`config.mk`:
```
export PLATFORM = sky130hd
export DESIGN_NAME = ucgen_clock_gen
export DESIGN_NICKNAME = d
export VERILOG_FILES = /design/src/ucgen_pkg.sv /design/src/ucgen_clock_gen.sv
export SDC_FILE = /design/constraint.sdc
export NUM_CORES = 1
export LEC_CHECK = 0
export ABC_AREA = 0
export BUFFER_PORTS_ARGS = -buffer_cell sky130_fd_sc_hd__buf_2
export CAP_MARGIN = 20
export CELL_PAD_IN_SITES_DETAIL_PLACEMENT = 1
export CELL_PAD_IN_SITES_GLOBAL_PLACEMENT = 1
export CORE_ASPECT_RATIO = 0.8
export CORE_MARGIN = 2
export CORE_UTILIZATION = 45
export DETAILED_ROUTE_END_ITERATION = 7
export GPL_TIMING_DRIVEN = 0
export PLACE_DENSITY_LB_ADDON = 0.1
export SLEW_MARGIN = 20
export SYNTH_ARGS = -nofsm -noshare
export SYNTH_HDL_FRONTEND = slang
export SYNTH_SLANG_ARGS = --single-unit
```
`constraint.sdc`:
```
create_clock -name mclk -period 2.91 [get_ports mclk]
set_clock_uncertainty 0.2 [all_clocks]
set_input_delay 0.291 -clock mclk [delete_from_list [all_inputs] [get_ports mclk]]
set_output_delay 0.291 -clock mclk [all_outputs]
set_load 0.02 [all_outputs]
```
`src/ucgen_pkg.sv`:
```
// package: constants and carrier types for the serial clock generator
package ucgen_pkg;
	localparam int DIV_W            = 12;
	localparam logic [11:0] DIV_RST = 12'h0000;
	localparam logic [3:0] TX_DIV_NORM   = 4'hf;
	localparam logic [3:0] TX_DIV_DOUBLE = 4'h7;
	localparam logic [3:0] TX_DIV_MASTER = 4'h1;
	localparam logic [3:0] RX_ST_NORM    = 4'hf;
	localparam logic [3:0] RX_ST_DOUBLE  = 4'h7;
	localparam logic [3:0] RX_ST_MASTER  = 4'h1;

	typedef enum logic [1:0] {
		UCG_ASYNC_NORMAL,
		UCG_ASYNC_DOUBLE,
		UCG_SYNC_MASTER,
		UCG_SYNC_SLAVE
	} ucg_mode_type;

	typedef struct packed {
		logic        sync_select_bit;
		logic        double_speed_bit;
		logic        xfer_clk_dir_bit;
		logic        clk_polarity_bit;
		logic        serial_power_off_bit;
	} ucg_cfg_type;

	typedef struct packed {
		logic       baud_tick;
		logic       tx_bit_tick;
		logic       rx_sample_tick;
		logic       rx_recov_tick;
		logic [3:0] rx_phase;
	} ucg_ticks_type;
endpackage
```
`src/ucgen_clock_gen.sv`:
```
// serial transfer clock generator: baud counter, dividers, sync clock pin
`timescale 1ns/100ps
module ucgen_clock_gen (
	// clock and reset
	input  wire logic                   mclk,
	input  wire logic                   srst,
	// configuration
	input  wire ucgen_pkg::ucg_cfg_type cfg,
	// divisor byte writes
	input  wire logic [7:0]             wr_data,
	input  wire logic                   baud_divisor_low_wr,
	input  wire logic                   baud_divisor_high_wr,
	// transfer clock pin
	input  wire logic                   xfer_clk_pin_in,
	output logic                        xfer_clk_pin_out,
	output logic                        xfer_clk_pin_oe,
	// tick outputs
	output ucgen_pkg::ucg_ticks_type    ticks,
	output ucgen_pkg::ucg_mode_type     mode,
	output logic                        tx_change_tick,
	output logic [11:0]                 baud_divisor
);
	logic [3:0]  div_hi_r;
	logic [7:0]  div_lo_r;
	logic [11:0] cnt_r;
	logic        enable;
	logic        base_tick;
	logic [3:0]  tx_cnt_r;
	logic [3:0]  rx_cnt_r;
	logic [3:0]  tx_last;
	logic [3:0]  rx_last;
	logic        xck_meta_r;
	logic        xck_sync_r;
	logic        xck_prev_r;
	logic [2:0]  xck_arm_r;
	logic        xck_rise;
	logic        xck_fall;
	logic        xck_out_r;
	logic        master_rise;
	logic        master_fall;
	logic        sample_edge;
	logic        change_edge;
	ucgen_pkg::ucg_ticks_type ticks_r;
	logic        tx_change_r;

	function automatic ucgen_pkg::ucg_mode_type decode_mode(input ucgen_pkg::ucg_cfg_type c);
		if (!c.sync_select_bit) begin
			decode_mode = c.double_speed_bit ? ucgen_pkg::UCG_ASYNC_DOUBLE
				: ucgen_pkg::UCG_ASYNC_NORMAL;
		end else begin
			decode_mode = c.xfer_clk_dir_bit ? ucgen_pkg::UCG_SYNC_MASTER
				: ucgen_pkg::UCG_SYNC_SLAVE;
		end
	endfunction

	assign mode         = decode_mode(cfg);
	assign enable       = !cfg.serial_power_off_bit;
	assign baud_divisor = {div_hi_r, div_lo_r};

	// divisor bytes
	always_ff @(posedge mclk) begin
		if (srst) begin
			div_hi_r <= ucgen_pkg::DIV_RST[11:8];
			div_lo_r <= ucgen_pkg::DIV_RST[7:0];
		end else begin
			if (baud_divisor_high_wr) begin
				div_hi_r <= wr_data[3:0];
			end
			if (baud_divisor_low_wr) begin
				div_lo_r <= wr_data;
			end
		end
	end

	// baud down-counter
	assign base_tick = enable && (cnt_r == 12'h0000);
	always_ff @(posedge mclk) begin
		if (srst || !enable) begin
			cnt_r <= ucgen_pkg::DIV_RST;
		end else if (baud_divisor_low_wr) begin
			cnt_r <= {div_hi_r, wr_data};
		end else if (cnt_r == 12'h0000) begin
			cnt_r <= baud_divisor;
		end else begin
			cnt_r <= cnt_r - 12'h001;
		end
	end

	// division per mode
	always_comb begin
		unique case (mode)
			ucgen_pkg::UCG_ASYNC_NORMAL: begin
				tx_last = ucgen_pkg::TX_DIV_NORM;
				rx_last = ucgen_pkg::RX_ST_NORM;
			end
			ucgen_pkg::UCG_ASYNC_DOUBLE: begin
				tx_last = ucgen_pkg::TX_DIV_DOUBLE;
				rx_last = ucgen_pkg::RX_ST_DOUBLE;
			end
			ucgen_pkg::UCG_SYNC_MASTER: begin
				tx_last = ucgen_pkg::TX_DIV_MASTER;
				rx_last = ucgen_pkg::RX_ST_MASTER;
			end
			ucgen_pkg::UCG_SYNC_SLAVE: begin
				tx_last = ucgen_pkg::TX_DIV_MASTER;
				rx_last = ucgen_pkg::RX_ST_MASTER;
			end
		endcase
	end

	// transmit divider
	always_ff @(posedge mclk) begin
		if (srst || !enable || mode == ucgen_pkg::UCG_SYNC_SLAVE) begin
			tx_cnt_r <= 4'h0;
		end else if (base_tick) begin
			tx_cnt_r <= (tx_cnt_r >= tx_last) ? 4'h0 : tx_cnt_r + 4'h1;
		end
	end

	// receive recovery phase
	always_ff @(posedge mclk) begin
		if (srst || !enable || mode == ucgen_pkg::UCG_SYNC_SLAVE) begin
			rx_cnt_r <= 4'h0;
		end else if (base_tick) begin
			rx_cnt_r <= (rx_cnt_r >= rx_last) ? 4'h0 : rx_cnt_r + 4'h1;
		end
	end

	// pin synchroniser and edge detector, slave only
	always_ff @(posedge mclk) begin
		if (srst) begin
			xck_meta_r <= 1'b0;
			xck_sync_r <= 1'b0;
			xck_prev_r <= 1'b0;
			xck_arm_r  <= 3'h0;
		end else begin
			xck_meta_r <= xfer_clk_pin_in;
			xck_sync_r <= xck_meta_r;
			xck_prev_r <= xck_sync_r;
			xck_arm_r  <= {xck_arm_r[1:0], 1'b1};
		end
	end
	// remote clock is assumed below a quarter of mclk
	// edges are ignored until the chain holds real pin samples, so an idle-high pin
	// gives no false edge after reset
	assign xck_rise = xck_arm_r[2] && xck_sync_r && !xck_prev_r;
	assign xck_fall = xck_arm_r[2] && !xck_sync_r && xck_prev_r;

	// master clock output toggles each base tick; edges are named as seen on the pin
	assign master_rise = base_tick && !(xck_out_r ^ cfg.clk_polarity_bit);
	assign master_fall = base_tick && (xck_out_r ^ cfg.clk_polarity_bit);
	always_ff @(posedge mclk) begin
		if (srst || !enable || mode != ucgen_pkg::UCG_SYNC_MASTER) begin
			xck_out_r <= 1'b0;
		end else if (base_tick) begin
			xck_out_r <= !xck_out_r;
		end
	end

	// sync sample/change edge selection
	always_comb begin
		sample_edge = 1'b0;
		change_edge = 1'b0;
		if (mode == ucgen_pkg::UCG_SYNC_MASTER) begin
			sample_edge = cfg.clk_polarity_bit ? master_rise : master_fall;
			change_edge = cfg.clk_polarity_bit ? master_fall : master_rise;
		end else if (mode == ucgen_pkg::UCG_SYNC_SLAVE && enable) begin
			sample_edge = cfg.clk_polarity_bit ? xck_rise : xck_fall;
			change_edge = cfg.clk_polarity_bit ? xck_fall : xck_rise;
		end
	end

	// registered tick outputs
	always_ff @(posedge mclk) begin
		if (srst) begin
			ticks_r     <= '0;
			tx_change_r <= 1'b0;
		end else if (!cfg.sync_select_bit) begin
			ticks_r.baud_tick      <= base_tick;
			ticks_r.tx_bit_tick    <= base_tick && (tx_cnt_r == tx_last);
			ticks_r.rx_sample_tick <= base_tick && (rx_cnt_r == (rx_last >> 1));
			ticks_r.rx_recov_tick  <= base_tick;
			ticks_r.rx_phase       <= rx_cnt_r;
			tx_change_r            <= base_tick && (tx_cnt_r == tx_last);
		end else begin
			ticks_r.baud_tick      <= base_tick;
			ticks_r.tx_bit_tick    <= change_edge;
			ticks_r.rx_sample_tick <= sample_edge;
			ticks_r.rx_recov_tick  <= sample_edge;
			ticks_r.rx_phase       <= 4'h0;
			tx_change_r            <= change_edge;
		end
	end

	assign ticks            = ticks_r;
	assign tx_change_tick   = tx_change_r;
	assign xfer_clk_pin_out = xck_out_r ^ cfg.clk_polarity_bit;
	assign xfer_clk_pin_oe  = enable && (mode == ucgen_pkg::UCG_SYNC_MASTER);
endmodule

```
==> results.cfg <==
[final_layout]
n_antenna_cell = 0
utilization = 0.554
final_cell_area_um2 = 2770
fillers = 604
drive_above_1_share = 0.234
syn2layout_area_growth_pct = 18.8
fin_nets = 331

[placed_design]
gp_congestion = 0.765
hpwl_um = 4500
numPortBuffers = 41
post_dp_cell_area_um2 = 2620

[timing]
rsz0062_at_grt = no
finalCriticalPeriod_ns = 2.26
worst_slew_pin_slew_ns = 0.654
period_share = 0.778
tns_ns = 0
hold_viol_final = 0
final-setup-viol-count = 0
max_freq_mhz = 442
relSlewSlack = 0.562
drv_slew = 0

[grt]
grt_pass1_wl_um = 9810
grt_overflow_total = 0
track_usage = 0.222
grt_pass1_vias = 1979
grt_max_degree = 16
antenna_found_initial = 0

[power]
cellPowerDensity_nw_per_um2 = 598
p_comb_frac = 0.221
irDropWorstVdd_v = 0.000348
power.leakage_nw = 1.21
p_int_mw = 1.17
p_clk_frac = 0.351
p_sw_mw = 0.491
seq_power_share = 0.427
swShare = 0.296
total_power_mw = 1.66

[drt]
ant_nets = 0
drt_pass1_iterations = 4
num_vias = 2072
drt_iter0_drc = 85
drt-total-wl_um = 6190
wl_per_cell_um = 16.9
avgViaCountPerCell = 5.66
drc_errors = 0

[clocking]
clk_pin_slew_ns = 0.10
clock-sinks = 47
cts_max_path_buffers = 2
cts_tree = built
clock_latency_ns = 0.31
cts_max_level = 2
cts_made_buffers = 5
cts_resized = 0
cts_root_buf = clkbuf_8

[critical_path]
rrSetupSlack_ns = 0.72
critPathMaxFanout = 13
cp-endpoint = tx_cnt_r[3]
critPathCaptureType = flop
worstReg2RegStart = cnt_r[0]
setup.worst_path.start = cfg[4]
cp.required_ns = 2.94
r2r_cells = 6
slowest_stage = a211oi_1
critPathArrivalTime_ns = 2.30
crit_type = primary input to flop
cp_cell_sequence = buf_2 > or2_2 > ha_1 > and4_1 > a211oi_1 > nand3_1 > o31ai_1
regToRegEndpoint = cnt_r[3]
startpoint_type = primary input
max_stage_delay_ns = 0.57

[yosys]
synth_edf_count = 0
avgSynthCellArea_um2 = 9.23
synthArstFlopShare = 0
synthDistinctLibCells = 57
yosysSeqAreaShare = 0.403
ys_ff_latch = 47
synth_flop_cell = dfxtp_1
yosys-top-cells-area = dfxtp_1, ha_1, nand2_1
syn_nets = 281
yosysTopAreaCellShare = 0.403
ys_top_cells_by_count = dfxtp_1, nand2_1, a21oi_1
yosysWarnings = 0
synth_most_common_cell = dfxtp_1
netlist_area_um2 = 2330
synth_top_cell_by_area = dfxtp_1
syn_inst = 253

[outcome]
outcome = complete, no violations

[min_path]
min_path_type = primary input to flop

[die]
pin_count = 43
core_um2 = 5010
fp.dieH_um = 68.4
dieWidth_um = 84.5
rows = 23
start_util = 0.466
dieArea_um2 = 5780

[flow_run]
drv_cap = 0
==> placed cells by master (no fill, tap or decap), types with 7 or more instances in the layout <==
cell	netlist	routed
ha_1	10	10
and2_1	7	7
nor2_1	15	15
xor2_1	9	9
dfxtp_1	47	47
buf_2	1	42
nand2_1	25	25
nand3_1	14	14
a21oi_1	17	17
nor2b_1	10	10
==> routing by layer <==
| metal | GRT usage | part of all wire | up-vias |
|---|---|---|---|
| met5 | 0 | 0 | - |
| met4 | 0.0833 | 0.017 | 0 |
| met3 | 0.0483 | 0.045 | 9 |
| met2 | 0.328 | 0.43 | 45 |
| met1 | 0.318 | 0.51 | 991 |
| li1 | - | - | 1027 |
==> logic make-up after synthesis <==
kind of cell               synth area share
and+or+nand+nor                       0.274
buffers and inverters                0.0466
DFF                                   0.403
xor gates and xnor gates             0.0413
adders and majority gates            0.0536
muxes                                0.0257
AOI/OAI and AO/OA                     0.155
==> flip-flops by register name, indices dropped and copies added (netlist names) <==
register    count
cnt_r          12
div_hi_r        4
div_lo_r        8
rx_cnt_r        4
ticks           8
tx_cnt_r        4
xck_arm_r       3
xck_meta_r      1
xck_out_r       1
xck_prev_r      1
xck_sync_r      1
==> worst max-delay path, delay by kind of cell <==
family | cells | cell delay, ns
simple gates | 3 | 0.74
compound gates | 2 | 0.76
fa+ha+maj | 1 | 0.32
buf+inv | 1 | 0.18
==> through the flow <==
stage / instances / worst slack, ns / hold WS [ns]
floorplan: 253 / 0.824 / 0.159
global placement: 356 / 0.355 / 0.220
detailed placement: 356 / 0.314 / 0.232
CTS: 366 / 0.663 / 0.0412
global route: 366 / 0.460 / 0.0517
finish: 366 / 0.647 / 0.0414
==> worst min path at each step <==
stage / from / end / slack (ns) / cells after the start
6_report: wr_data[1] / div_hi_r[1] / 0.04 / 3
3_3_place_gp: xck_arm_r[1] / xck_arm_r[2] / 0.22 / 1
4_1_cts: wr_data[3] / div_hi_r[3] / 0.04 / 3
3_5_place_dp: xck_meta_r / xck_sync_r / 0.23 / 1
2_1_floorplan: srst / xck_arm_r[0] / 0.16 / 1
5_1_grt: wr_data[0] / div_hi_r[0] / 0.05 / 3
==> final cells by class <==
| class | count | area [um^2] | area share |
|---|---|---|---|
| multi-input combinational | 188 | 1280 | 0.463 |
| clock buffer | 5 | 68.8 | 0.0248 |
| inverter | 5 | 18.8 | 0.00677 |
| sequential | 47 | 941 | 0.339 |
| clock inverter | 3 | 67.6 | 0.0244 |
| timing repair buffer | 43 | 225 | 0.0812 |
| buffer | 13 | 90.1 | 0.0325 |
| tap | 62 | 77.6 | 0.0280 |
==> power groups by stage <==
stage          clock network (mW)  registers [mW]  logic [mW]
4_1_cts                     0.586           0.709       0.367
2_1_floorplan                   0           0.731       0.246
5_1_grt                     0.610           0.713       0.403
3_3_place_gp                    0           0.722       0.354
6_report                    0.583           0.709       0.367
3_5_place_dp                    0           0.724       0.359
==> repair_timing <==
| action | 4_1_cts | 5_1_grt |
|---|---|---|
| hold buffers | 2 | 0 |
| buffers inserted | 0 | 0 |
| hold endpoints to repair | 2 | 0 |
No activity file was read; power rests on OpenSTA's default activity.
